<file path="config.mk">
export PLATFORM = sky130hd
export DESIGN_NAME = framer_alarm_event_status
export DESIGN_NICKNAME = d
export VERILOG_FILES = /design/src/shared/status_pkg.sv /design/src/core/clock_loss_watch.sv /design/src/core/frame_counter.sv /design/src/core/framer_alarm_event_status.sv
export VERILOG_INCLUDE_DIRS = /design/src /design/src/shared
export SDC_FILE = /design/constraint.sdc
export NUM_CORES = 1
export LEC_CHECK = 0
export ABC_AREA = 1
export BUFFER_PORTS_ARGS = -buffer_cell sky130_fd_sc_hd__buf_2
export CAP_MARGIN = 20
export CORE_ASPECT_RATIO = 0.9
export CORE_UTILIZATION = 52
export CTS_CLUSTER_SIZE = 30
export DETAILED_ROUTE_END_ITERATION = 10
export PLACE_DENSITY = 0.74
export SLEW_MARGIN = 10
export SYNTH_ARGS = -nofsm -noshare
export SYNTH_HDL_FRONTEND = slang
export SYNTH_SLANG_ARGS = --single-unit
export TNS_END_PERCENT = 20
</file>
<file path="constraint.sdc">
create_clock -name clk -period 3.39 [get_ports clk]
set_clock_uncertainty 0.15 [all_clocks]
set_input_delay 0 -clock clk [delete_from_list [all_inputs] [get_ports clk]]
set_output_delay 0 -clock clk [all_outputs]
set_load 0.03 [all_outputs]
</file>
<file path="src/shared/status_defines.svh">
`ifndef STATUS_DEFINES_SVH
`define STATUS_DEFINES_SVH

// ----------------------------------------------------------------
// register offsets on the parallel control port
// ----------------------------------------------------------------
`define OFF_SYNC_STATUS  8'h18
`define OFF_SYNC_MASK    8'h19
`define OFF_COND_STATUS  8'h1A
`define OFF_COND_MASK    8'h1B
`define OFF_EVT_STATUS   8'h1C
`define OFF_EVT_MASK     8'h1D
`define OFF_COMMON_CTRL  8'h70

// ----------------------------------------------------------------
// reset values and field positions
// ----------------------------------------------------------------
`define REG_RESET        8'h00
`define POS_PIN_SELECT   0
`define POS_SR2_CARRIER  1
`define POS_EVT_RX_MF    2
`define POS_DMA_BIT      2

// ----------------------------------------------------------------
// timing: one channel time is eight bit periods of the line
// ----------------------------------------------------------------
`define CLK_PERIOD_NS    25
`define CHAN_TIME_E1_NS  3906
`define CHAN_TIME_T1_NS  5181
`define CHAN_CYC_E1      ((`CHAN_TIME_E1_NS + `CLK_PERIOD_NS - 1) / `CLK_PERIOD_NS)
`define CHAN_CYC_T1      ((`CHAN_TIME_T1_NS + `CLK_PERIOD_NS - 1) / `CLK_PERIOD_NS)

// ----------------------------------------------------------------
// frames per multiframe and detector thresholds
// ----------------------------------------------------------------
`define MF_LEN_E1        5'd16
`define MF_LEN_D4        5'd12
`define MF_LEN_ESF       5'd24
`define SIG_ONES_ZEROS   8'd3
`define ZERO_SAT         8'hF8

`endif

</file>
<file path="src/shared/status_pkg.sv">
package status_pkg;

    // one register of the control port
    typedef logic [7:0] reg8_t;

    // line framing format, one-hot
    typedef enum logic [2:0] {
        FMT_T1_D4  = 3'b001,
        FMT_T1_ESF = 3'b010,
        FMT_E1     = 3'b100
    } line_format_t;

endpackage

</file>
<file path="src/core/clock_loss_watch.sv">
`timescale 1ns/1ps
`include "status_defines.svh"
module clock_loss_watch #(
    parameter int unsigned LIMIT_E1 = `CHAN_CYC_E1,
    parameter int unsigned LIMIT_T1 = `CHAN_CYC_T1
) (
    input  wire logic clk,
    input  wire logic reset,
    input  wire logic lineClock,
    input  wire logic e1Mode,
    output logic      clockLost
);
    logic       syncA_r;
    logic       syncB_r;
    logic       last_r;
    logic [8:0] idle_r;
    logic [8:0] idle_nxt;
    logic       lost_r;
    logic       lost_nxt;
    logic [8:0] limit;

    assign limit     = e1Mode ? 9'(LIMIT_E1) : 9'(LIMIT_T1);
    assign clockLost = lost_r;

    // idle time since the last seen transition of the line clock
    always_comb begin
        idle_nxt = idle_r;
        lost_nxt = lost_r;
        if (syncB_r != last_r) begin
            idle_nxt = 9'd0;
            lost_nxt = 1'b0;
        end else if (idle_r >= limit - 9'd1) begin
            lost_nxt = 1'b1;
        end else begin
            idle_nxt = idle_r + 9'd1;
        end
    end

    // two-stage synchroniser; edges only seen past the second stage
    always_ff @(posedge clk) begin
        syncA_r <= lineClock;
        syncB_r <= syncA_r;
        last_r  <= syncB_r;
        if (reset) begin
            idle_r <= 9'd0;
            lost_r <= 1'b0;
        end else begin
            idle_r <= idle_nxt;
            lost_r <= lost_nxt;
        end
    end
endmodule

</file>
<file path="src/core/frame_counter.sv">
`timescale 1ns/1ps
`include "status_defines.svh"
module frame_counter
    import status_pkg::*;
(
    input  wire logic         clk,
    input  wire logic         reset,
    input  wire logic         frameStrobe,
    input  wire logic         mfStart,
    input  wire line_format_t format,
    output logic [4:0]        frameNum,
    output logic              alignPulse,
    output logic              mfPulse
);
    logic [4:0] num_r;
    logic [4:0] num_nxt;
    logic [4:0] mfLen;
    logic       align_r;
    logic       align_nxt;
    logic       mf_r;
    logic       mf_nxt;

    assign frameNum   = num_r;
    assign alignPulse = align_r;
    assign mfPulse    = mf_r;

    // frames per multiframe for the framing format
    always_comb begin
        case (format)
            FMT_E1:     mfLen = `MF_LEN_E1;
            FMT_T1_ESF: mfLen = `MF_LEN_ESF;
            default:    mfLen = `MF_LEN_D4;
        endcase
    end

    // frame count; a boundary strobe from the framer re-aligns it
    always_comb begin
        num_nxt   = num_r;
        align_nxt = 1'b0;
        mf_nxt    = 1'b0;
        if (frameStrobe) begin
            if (mfStart || num_r >= mfLen - 5'd1) begin
                num_nxt = 5'd0;
            end else begin
                num_nxt = num_r + 5'd1;
            end
            mf_nxt    = (num_nxt == 5'd0);
            align_nxt = (format == FMT_E1) && !num_nxt[0];
        end
    end

    always_ff @(posedge clk) begin
        if (reset) begin
            num_r   <= 5'd0;
            align_r <= 1'b0;
            mf_r    <= 1'b0;
        end else begin
            num_r   <= num_nxt;
            align_r <= align_nxt;
            mf_r    <= mf_nxt;
        end
    end
endmodule

</file>
<file path="src/core/framer_alarm_event_status.sv">
`timescale 1ns/1ps
`include "status_defines.svh"
module framer_alarm_event_status
    import status_pkg::*;
(
    input  wire logic       clk,
    input  wire logic       reset,
    input  wire logic [7:0] addr,
    input  wire logic       wrEn,
    input  wire logic       rdEn,
    input  wire logic [7:0] wrData,
    output logic      [7:0] rdData,
    input  wire logic       e1Mode,
    input  wire logic       esfMode,
    input  wire logic       crc4Enable,
    input  wire logic       syncLossCond,
    input  wire logic       carrierLossCond,
    input  wire logic       unframedOnesCond,
    input  wire logic       yellowAlarmCond,
    input  wire logic       rxNfasStrobe,
    input  wire logic       rxNfasBit3,
    input  wire logic       rxSa7Strobe,
    input  wire logic       rxSa7Bit,
    input  wire logic       rxTs16Strobe,
    input  wire logic [7:0] rxTs16Byte,
    input  wire logic       rxFrameStrobe,
    input  wire logic       rxMfStart,
    input  wire logic       rxCrcMfBoundary,
    input  wire logic       txFrameStrobe,
    input  wire logic       txMfStart,
    input  wire logic       loopUpCodeCond,
    input  wire logic       loopDownCodeCond,
    input  wire logic       spareCodeCond,
    input  wire logic       rxAisCiEvt,
    input  wire logic       rxLineClockIn,
    input  wire logic       txLineClock,
    output logic            lossPin,
    output logic            intRequest
);
    // ----------------------------------------------------------------
    // declarations
    // ----------------------------------------------------------------
    line_format_t fmt;
    logic [4:0]   rxFrameNum;
    logic         rxAlignPulse;
    logic         rxMfPulse;
    logic         txAlignPulse;
    logic         txMfPulse;
    logic         rxClockLost;
    logic         txClockLost;
    logic [2:0]   nfasHist_r,  nfasHist_nxt;
    logic         remote_r,    remote_nxt;
    logic [1:0]   dmaHist_r,   dmaHist_nxt;
    logic [2:0]   sa7Hist_r,   sa7Hist_nxt;
    logic         ts16Or_r,    ts16Or_nxt;
    logic [7:0]   ts16Zeros_r, ts16Zeros_nxt;
    logic         sigZerosHit;
    logic         sigOnesHit;
    reg8_t        syncMask_r,  syncMask_nxt;
    reg8_t        condMask_r,  condMask_nxt;
    reg8_t        evtMask_r,   evtMask_nxt;
    logic         pinSel_r,    pinSel_nxt;
    logic [3:0]   clearEvt_r,  clearEvt_nxt;
    logic [3:0]   prev2_r;
    reg8_t        prev3_r;
    reg8_t        pend2_r,     pend2_nxt;
    reg8_t        pend3_r,     pend3_nxt;
    reg8_t        evt_r,       evt_nxt;
    reg8_t        rdData_r,    rdData_nxt;
    logic         lossPin_r,   lossPin_nxt;
    logic         irq_r,       irq_nxt;
    logic [3:0]   cond2;
    logic [3:0]   fall2;
    logic [3:0]   rise2;
    reg8_t        cond3;
    reg8_t        evtSet4;
    logic         v5Link;
    logic         crcMfEvt;
    logic         rdSyncSt;
    logic         rdCondSt;
    logic         rdEvtSt;

    // zeros in one timeslot byte
    function automatic logic [3:0] zeroCount(input logic [7:0] b);
        logic [3:0] n;
        n = 4'd0;
        for (int i = 0; i < 8; i++) begin
            n = n + {3'd0, ~b[i]};
        end
        return n;
    endfunction

    // ----------------------------------------------------------------
    // frame timing and clock watchdogs
    // ----------------------------------------------------------------
    assign fmt = e1Mode ? FMT_E1 : (esfMode ? FMT_T1_ESF : FMT_T1_D4);

    frame_counter rxFrames (
        .clk         (clk),
        .reset       (reset),
        .frameStrobe (rxFrameStrobe),
        .mfStart     (rxMfStart),
        .format      (fmt),
        .frameNum    (rxFrameNum),
        .alignPulse  (rxAlignPulse),
        .mfPulse     (rxMfPulse)
    );

    frame_counter txFrames (
        .clk         (clk),
        .reset       (reset),
        .frameStrobe (txFrameStrobe),
        .mfStart     (txMfStart),
        .format      (fmt),
        .frameNum    (),
        .alignPulse  (txAlignPulse),
        .mfPulse     (txMfPulse)
    );

    clock_loss_watch rxWatch (
        .clk       (clk),
        .reset     (reset),
        .lineClock (rxLineClockIn),
        .e1Mode    (e1Mode),
        .clockLost (rxClockLost)
    );

    clock_loss_watch txWatch (
        .clk       (clk),
        .reset     (reset),
        .lineClock (txLineClock),
        .e1Mode    (e1Mode),
        .clockLost (txClockLost)
    );

    // ----------------------------------------------------------------
    // E1 line detectors
    // ----------------------------------------------------------------
    // any two of the last three Sa7 bits at zero
    assign v5Link = (~sa7Hist_r[0] & ~sa7Hist_r[1]) | (~sa7Hist_r[0] & ~sa7Hist_r[2])
                  | (~sa7Hist_r[1] & ~sa7Hist_r[2]);

    // detector next values; the TS16 windows close on each rx multiframe
    always_comb begin
        nfasHist_nxt  = nfasHist_r;
        remote_nxt    = remote_r;
        dmaHist_nxt   = dmaHist_r;
        sa7Hist_nxt   = sa7Hist_r;
        sigZerosHit   = rxMfPulse && !ts16Or_r;
        sigOnesHit    = rxMfPulse && (ts16Zeros_r < `SIG_ONES_ZEROS);
        ts16Or_nxt    = rxMfPulse ? 1'b0 : ts16Or_r;
        ts16Zeros_nxt = rxMfPulse ? 8'd0 : ts16Zeros_r;
        if (rxNfasStrobe) begin
            nfasHist_nxt = {nfasHist_r[1:0], rxNfasBit3};
            if (nfasHist_nxt == 3'b111) begin
                remote_nxt = 1'b1;
            end else if (nfasHist_nxt == 3'b000) begin
                remote_nxt = 1'b0;
            end
        end
        if (rxSa7Strobe) begin
            sa7Hist_nxt = {sa7Hist_r[1:0], rxSa7Bit};
        end
        // kept in CCS mode too: nothing here looks at the signaling mode
        if (rxTs16Strobe && rxFrameNum == 5'd0) begin
            dmaHist_nxt = {dmaHist_r[0], rxTs16Byte[`POS_DMA_BIT]};
        end
        if (rxTs16Strobe) begin
            ts16Or_nxt = ts16Or_nxt | (|rxTs16Byte);
            if (ts16Zeros_nxt < `ZERO_SAT) begin
                ts16Zeros_nxt = ts16Zeros_nxt + {4'd0, zeroCount(rxTs16Byte)};
            end
        end
    end

    always_ff @(posedge clk) begin
        if (reset) begin
            nfasHist_r  <= 3'd0;
            remote_r    <= 1'b0;
            dmaHist_r   <= 2'd0;
            sa7Hist_r   <= 3'b111;
            ts16Or_r    <= 1'b0;
            ts16Zeros_r <= 8'd0;
        end else begin
            nfasHist_r  <= nfasHist_nxt;
            remote_r    <= remote_nxt;
            dmaHist_r   <= dmaHist_nxt;
            sa7Hist_r   <= sa7Hist_nxt;
            ts16Or_r    <= ts16Or_nxt;
            ts16Zeros_r <= ts16Zeros_nxt;
        end
    end

    // ----------------------------------------------------------------
    // status sources
    // ----------------------------------------------------------------
    // E1-only and T1-only sources forced low in the other mode
    assign cond2 = {yellowAlarmCond & ~e1Mode, unframedOnesCond, carrierLossCond,
                    syncLossCond};
    assign cond3 = {spareCodeCond & ~e1Mode, loopDownCodeCond & ~e1Mode,
                    loopUpCodeCond & ~e1Mode, txClockLost, rxClockLost,
                    v5Link & e1Mode, (&dmaHist_r) & e1Mode, remote_r & e1Mode};
    assign crcMfEvt = e1Mode & (crc4Enable ? rxCrcMfBoundary : rxMfPulse);
    assign evtSet4  = {rxAisCiEvt & ~e1Mode, sigOnesHit & e1Mode, sigZerosHit & e1Mode,
                       txMfPulse, txAlignPulse, rxMfPulse, crcMfEvt, rxAlignPulse};
    assign fall2 = prev2_r & ~cond2;
    assign rise2 = cond2 & ~prev2_r;
    assign rdSyncSt = rdEn && addr == `OFF_SYNC_STATUS;
    assign rdCondSt = rdEn && addr == `OFF_COND_STATUS;
    assign rdEvtSt  = rdEn && addr == `OFF_EVT_STATUS;

    // ----------------------------------------------------------------
    // register file and interrupt request
    // ----------------------------------------------------------------
    // a set in the cycle of a clearing read wins, so no event is lost
    always_comb begin
        syncMask_nxt = syncMask_r;
        condMask_nxt = condMask_r;
        evtMask_nxt  = evtMask_r;
        pinSel_nxt   = pinSel_r;
        rdData_nxt   = rdData_r;
        clearEvt_nxt = (clearEvt_r & {4{~rdSyncSt}}) | fall2;
        pend2_nxt    = (pend2_r & {8{~rdSyncSt}}) | ({fall2, rise2} & syncMask_r);
        pend3_nxt    = (pend3_r & {8{~rdCondSt}}) | ((cond3 ^ prev3_r) & condMask_r);
        evt_nxt      = (evt_r & {8{~rdEvtSt}}) | evtSet4;
        if (wrEn) begin
            if (addr == `OFF_SYNC_MASK) begin
                syncMask_nxt = wrData;
            end else if (addr == `OFF_COND_MASK) begin
                condMask_nxt = wrData;
            end else if (addr == `OFF_EVT_MASK) begin
                evtMask_nxt = wrData;
            end else if (addr == `OFF_COMMON_CTRL) begin
                pinSel_nxt = wrData[`POS_PIN_SELECT];
            end
        end
        if (rdEn) begin
            if (addr == `OFF_SYNC_STATUS) begin
                rdData_nxt = {clearEvt_r, cond2};
            end else if (addr == `OFF_SYNC_MASK) begin
                rdData_nxt = syncMask_r;
            end else if (addr == `OFF_COND_STATUS) begin
                rdData_nxt = cond3;
            end else if (addr == `OFF_COND_MASK) begin
                rdData_nxt = condMask_r;
            end else if (addr == `OFF_EVT_STATUS) begin
                rdData_nxt = evt_r;
            end else if (addr == `OFF_EVT_MASK) begin
                rdData_nxt = evtMask_r;
            end else if (addr == `OFF_COMMON_CTRL) begin
                rdData_nxt = {7'd0, pinSel_r};
            end else begin
                rdData_nxt = `REG_RESET;
            end
        end
        // mask gates the output too, so clearing a mask drops the request
        irq_nxt = (|(pend2_nxt & syncMask_nxt)) | (|(pend3_nxt & condMask_nxt))
                | (|(evt_nxt & evtMask_nxt));
        lossPin_nxt = pinSel_r ? txClockLost : syncLossCond;
    end

    always_ff @(posedge clk) begin
        if (reset) begin
            syncMask_r <= `REG_RESET;
            condMask_r <= `REG_RESET;
            evtMask_r  <= `REG_RESET;
            pinSel_r   <= 1'b0;
            clearEvt_r <= 4'd0;
            prev2_r    <= 4'd0;
            prev3_r    <= `REG_RESET;
            pend2_r    <= `REG_RESET;
            pend3_r    <= `REG_RESET;
            evt_r      <= `REG_RESET;
            rdData_r   <= `REG_RESET;
            lossPin_r  <= 1'b0;
            irq_r      <= 1'b0;
        end else begin
            syncMask_r <= syncMask_nxt;
            condMask_r <= condMask_nxt;
            evtMask_r  <= evtMask_nxt;
            pinSel_r   <= pinSel_nxt;
            clearEvt_r <= clearEvt_nxt;
            prev2_r    <= cond2;
            prev3_r    <= cond3;
            pend2_r    <= pend2_nxt;
            pend3_r    <= pend3_nxt;
            evt_r      <= evt_nxt;
            rdData_r   <= rdData_nxt;
            lossPin_r  <= lossPin_nxt;
            irq_r      <= irq_nxt;
        end
    end

    assign rdData     = rdData_r;
    assign lossPin    = lossPin_r;
    assign intRequest = irq_r;
endmodule

</file>
# Word-level counts from Yosys, hierarchy flattened
# Cells that the tools add are included.
[totals]
reg_bits = 132
inputBits = 51
wordCells = 186
[classes]
n_addsub = 14
n_lt_le_gt_ge = 6
eq_ne = 12
mux = 33
bitwise = 57
reduce_logical = 29
[op_table]
columns = ["operator", "n"]
rows = [
  ["two-way mux 8 bit", 18],
  ["AND 8 bit", 8],
  ["equality test 8 x 5 -> 1 bit (second input constant)", 6],
  ["OR reduction 8 bit", 4],
  ["OR 8 bit", 3],
  ["two-way mux 5 bit", 4],
  ["inverter 1 bit", 20],
  ["adder 9 x 1 -> 9 bit (second input constant)", 2],
  ["greater-or-equal comparator 9 bit", 2],
  ["adder 4 x 1 -> 4 bit", 4],
  ["zero test 5 bit", 3],
  ["AND 1 bit", 14],
  ["AND 4 bit", 3],
  ["adder 5 x 1 -> 5 bit (second input constant)", 2],
  ["greater-or-equal comparator 5 bit", 2],
  ["one-hot mux 5 bit (2 select lines)", 1],
  ["subtractor 9 x 1 -> 9 bit (second input constant)", 1],
  ["adder 8 x 4 -> 8 bit", 1],
  ["equality test 8 x 7 -> 1 bit (second input constant)", 1],
  ["logical AND 1 bit", 8],
  ["< comparator 8 x 2 -> 1 bit (second input constant)", 1],
  ["< comparator 8 bit (second input constant)", 1],
  ["inverter 4 bit", 2],
  ["OR reduction 2 bit", 4],
  ["other kinds (20)", 36],
]

# Depth between registers and ports, before layout
[logic_depth]
ltp_word = 12
ltp_mapped = 15
mapped_depth_nobuf = 15

# Hierarchy
# From an unflattened synthesis, not the netlist that was laid out.
[hier_totals]
hier_cells = 1054
hier_area_um2 = 7268.2
[modules_own_cells]
columns = ["module", "instances", "cells_per_inst", "area_per_inst_um2", "seq_area_each_um2"]
rows = [
  ["framer_alarm_event_status", 1, 700, 4720.8, 1841.8],
  ["clock_loss_watch", 2, 112, 794.5, 260.2],
  ["frame_counter", 2, 65, 479.2, 140.1],
]

# Worst setup path before layout
# No wires, ideal clock.
[synth_path]
path_kind = "register to register"
from = "reg rxFrames.mf_r (netlist: rxFrames.mfPulse)"
to = "reg ts16Zeros_r[6]"
setup_time_ns = 0.119
arrival_time_ns = 3.419
required_time_ns = 3.121
path_slack_ns = -0.299
path_stages_with_launch = 16
synth_period_minus_slack_ns = 3.689
path_cell_list = "dfxtp_1 > inv_2 > nand2_1 > fa_1 > inv_1 > fa_1 > fa_1 > inv_1 > fa_1 > fa_1 > nor2_1 > a211oi_1 > nor2_1 > nand2_1 > o21ai_0 > a21oi_1"
[synth_via]
elab_chain_len = 4
[synth_lines]
columns = ["element", "line", "rtl"]
rows = [
  ["from (decl)", "frame_counter.sv:20", "logic mf_r;"],
  ["from (signal assigned)", "frame_counter.sv:60", "mf_r <= mf_nxt;"],
  ["two-way mux 8 bit (*)", "framer_alarm_event_status.sv:152", "ts16Zeros_nxt = rxMfPulse ? 8'd0 : ts16Zeros_r;"],
  ["adder 8 x 4 -> 8 bit or < comparator 8 bit (tied branches)", "-", ""],
  ["two-way mux 8 bit", "framer_alarm_event_status.sv:170", "if (ts16Zeros_nxt < `ZERO_SAT) begin"],
  ["two-way mux 8 bit (*)", "framer_alarm_event_status.sv:168", "if (rxTs16Strobe) begin"],
  ["to (signal assigned)", "framer_alarm_event_status.sv:190", "ts16Zeros_r <= ts16Zeros_nxt;"],
  ["to (decl)", "framer_alarm_event_status.sv:56", "logic [7:0] ts16Zeros_r, ts16Zeros_nxt;"],
]
# Every way passes the cells marked *; elsewhere a longest branch is shown, timed or not.
# A chain may end at the register's enable or synchronous reset.

# Final worst setup path
# Ends and elaborated chain as after synthesis.

==> impl_metrics.py <==
metrics = {
    "status": {
        "outcome": "finished with violations",
        "violations": "setup timing",
    },
    "pwr": {
        "vdd_ir_drop_max_mv": 0.280,
        "p_int_w": 0.00282,
        "power_density_nw_per_um2": 441,
        "p_switching_w": 0.000948,
        "power.share.switching_pct": 25.2,
        "combPwrFrac_pct": 13.3,
        "clock_power_share_pct": 43.2,
        "p_leak_nw": 3.87,
        "power_frac_seq_pct": 43.4,
    },
    "setup_path": {
        "worstRegToRegCells": 15,
        "critPathSlowestCell": "fa_1",
        "criticalPathCategory": "register to register",
        "startpoint_type": "register",
        "regToRegSetupSlack_ns": -0.1,
        "reg2reg_to": "ts16Zeros_r[6]",
        "crit_required_ns": 3.55,
        "cpPeakStageDelay_ns": 0.51,
        "regToRegStartpoint": "rxFrames.mfPulse",
        "cpMostUsedCell": "fa_1",
        "path_depth": 15,
        "critical_path.top_delay_family": "adder cells",
        "path_cells": "inv_4, nand2_4, fa_1, inv_1, fa_1, fa_1, inv_2, fa_2, fa_2, nor2_1, a211oi_1, nor2_1, nand2_1, o21ai_1, a21oi_1",
        "crit_buf_inv": 3,
        "crit_path_end_kind": "register",
        "cp_max_fo": 2,
        "arrival_ns": 3.65,
    },
    "logic_synthesis": {
        "async_flop_share_pct": 0,
        "synth-seq-cells": 132,
        "synth_seq_area_share_pct": 38.9,
        "synth_area_leader_cell": "dfxtp_1",
        "syn_inst": 961,
        "syn_area_um2": 6790,
        "synth-edff-count": 0,
        "synth_fp_nets": 1042,
        "synth_area_per_cell_um2": 7.07,
        "yosys-top-cells-area": "dfxtp_1 39%, nand2_1 14%, a21oi_1 6.1%",
        "dominantRegCellSynth": "dfxtp_1",
        "ys_types": 45,
        "synth.top_cell.area_share_pct": 38.9,
        "synth-warning-count": 0,
    },
    "place": {
        "io_buffers": 60,
        "place_congestion": 0.897,
        "hpwl_mm": 11.5,
    },
    "timing": {
        "min_period_ns": 3.49,
        "finalHoldViolations": 0,
        "setup_viol": 3,
        "fin_tns_setup_ns": -0.248,
        "fmaxAchievable_mhz": 287,
        "drv_slew": 0,
        "worstMarginPinSlew_ns": 0.832,
        "fin_ws_ns": -0.0983,
        "rsz0062_at_grt": "yes",
        "holdWs_ns": 0.0213,
        "relSlewSlack_pct": 44.5,
        "finalCritPeriodShare_pct": 103,
    },
    "global_route": {
        "grt_pass1_vias": 6439,
        "track_usage_pct": 27.2,
        "antenna_found_initial": 0,
        "grt_overflow": 0,
        "grt_max_degree": 80,
        "grt_pass1_wl_mm": 29.1,
    },
    "clock_network": {
        "root_buffer": "clkbuf_16",
        "clkSlewWorstSetupHoldPaths_ns": 0.05,
        "htreeDepth": 4,
        "clk_latency_ns": 0.42,
        "cts_buffers": 17,
        "cts.sinks": 132,
        "clockBufferDepth": 2,
        "cts_tree": "yes",
    },
    "floorplanning": {
        "fp.coreArea_um2": 12700,
        "num_io_pins": 61,
        "start_util_pct": 53.3,
        "die_height_um": 110,
        "die_w_um": 122,
        "dieArea_um2": 13500,
        "rows": 39,
    },
    "cells_and_area": {
        "syn2layout_area_growth_pct": 25.7,
        "fin_nets": 1184,
        "diodes": 0,
        "drive_gt1_share_pct": 13.2,
        "final_common_cell": "nand2_1",
        "final_cell_mix": "245 x nand2_1, 130 x dfxtp_1, 109 x inv_1",
        "final_util_pct": 67.1,
    },
    "worst_hold_path": {
        "holdCritPathClass": "input pin to register",
        "min_from": "addr[7]",
        "hold_end": "syncMask_r[1]",
        "whs_path_depth": 6,
    },
    "routing": {
        "drc_errors": 0,
        "first_pass_iters": 5,
        "drtIter0Drc": 484,
        "vias_per_cell": 5.32,
        "wl_per_cell_um": 13.6,
        "via_count": 6788,
        "ant_nets": 0,
        "routed_wl_mm": 17.4,
    },
    "run": {
        "maxCapViolCount": 0,
    },
}
state kept, by name, summed over array words and instances, names as in the netlist, 8 cells and up:
register	cells
condMask_r	8
evtMask_r	8
evt_r	8
pend2_r	8
pend3_r	8
prev3_r	8
rdData	8
rxWatch.idle_r	9
syncMask_r	8
ts16Zeros_r	8
txWatch.idle_r	9
synth_stat cells (all sizes together), types with 5 or more instances:
master  number
nor3        21
nand2      255
o21ai       45
buf          7
ha          25
or2          8
nor2       113
fa           5
a22oi       10
xor2        14
inv        118
clkbuf      12
nand3       51
nand4       28
a21oi       84
o211ai       6
dfxtp      132
area by class of cell:
type	count	area (um2)
clock buffers	23	488
clock inverters	6	30.0
fillers	1084	4200
inverters	119	449
multi-input cells	691	3620
flip-flops and latches	132	2650
well taps	164	205
repair buffers	142	1100
worst max-delay path by stage:
stage	from	endpoint
floorplan	rxFrames.mfPulse	ts16Zeros_r[6]
global placement	rxFrames.mfPulse	ts16Zeros_r[6]
detailed placement	rxFrames.mfPulse	ts16Zeros_r[6]
CTS	rxFrames.mfPulse	ts16Zeros_r[6]
global route	rxFrames.mfPulse	ts16Zeros_r[6]
finish	rxFrames.mfPulse	ts16Zeros_r[6]
power by group through the flow:
| stage | Clock [W] | Combinational, W | Sequential [W] |
|---|---|---|---|
| floorplan | 0 | 0.000288 | 0.00166 |
| global placement | 0 | 0.000416 | 0.00167 |
| detailed placement | 0 | 0.000427 | 0.00167 |
| CTS | 0.00165 | 0.000494 | 0.00164 |
| global route | 0.00172 | 0.000570 | 0.00164 |
| finish | 0.00163 | 0.000503 | 0.00164 |
what timing repair did:
item,in CTS,in global routing
buffers inserted,2,0
resized for setup,4,3
endpoints found under the hold margin,101,0
pin swaps,4,1
hold buffers,72,0
setup endpoints to repair,3,3
metal layers:
metal  global-route usage (%)  vias up  part of all wire [%]
met5                        0        -                     0
met4                     10.7        0                   2.0
met3                     6.71       39                   6.2
met2                     44.1      217                    47
met1                     34.4     3093                    45
li1                         -     3439                     -
per-stage QoR:
| stage | worst slack [ns] | power (W) | std cells | instance area, um2 |
|---|---|---|---|---|
| floorplan | -0.0767 | 0.00195 | 961 | 6810 |
| global placement | -0.112 | 0.00208 | 1174 | 7270 |
| detailed placement | -0.165 | 0.00210 | 1174 | 7270 |
| CTS | -0.100 | 0.00378 | 1277 | 8530 |
| global route | -0.219 | 0.00394 | 1277 | 8540 |
| finish | -0.0983 | 0.00377 | 1277 | 8540 |
worst min-delay path: cells and delay by family:
family | cells | cell delay, ns
AOI/OAI and AO/OA | 1 | 0.07
buffers and inverters | 1 | 0.09
and+or+nand+nor | 4 | 0.39
cells by family (layout without fill, tap and decap cells):
kind of cell               after synthesis  after routing  synth area share (%)
and+or+nand+nor                        482            482                  31.5
AOI/OAI and AO/OA                      162            162                  13.3
buffers and inverters                  138            290                  8.03
DFF                                    132            132                  38.9
adders and majority gates               30             30                  6.08
xor gates and xnor gates                17             17                  2.19
(Power assumes the default switching activity.)
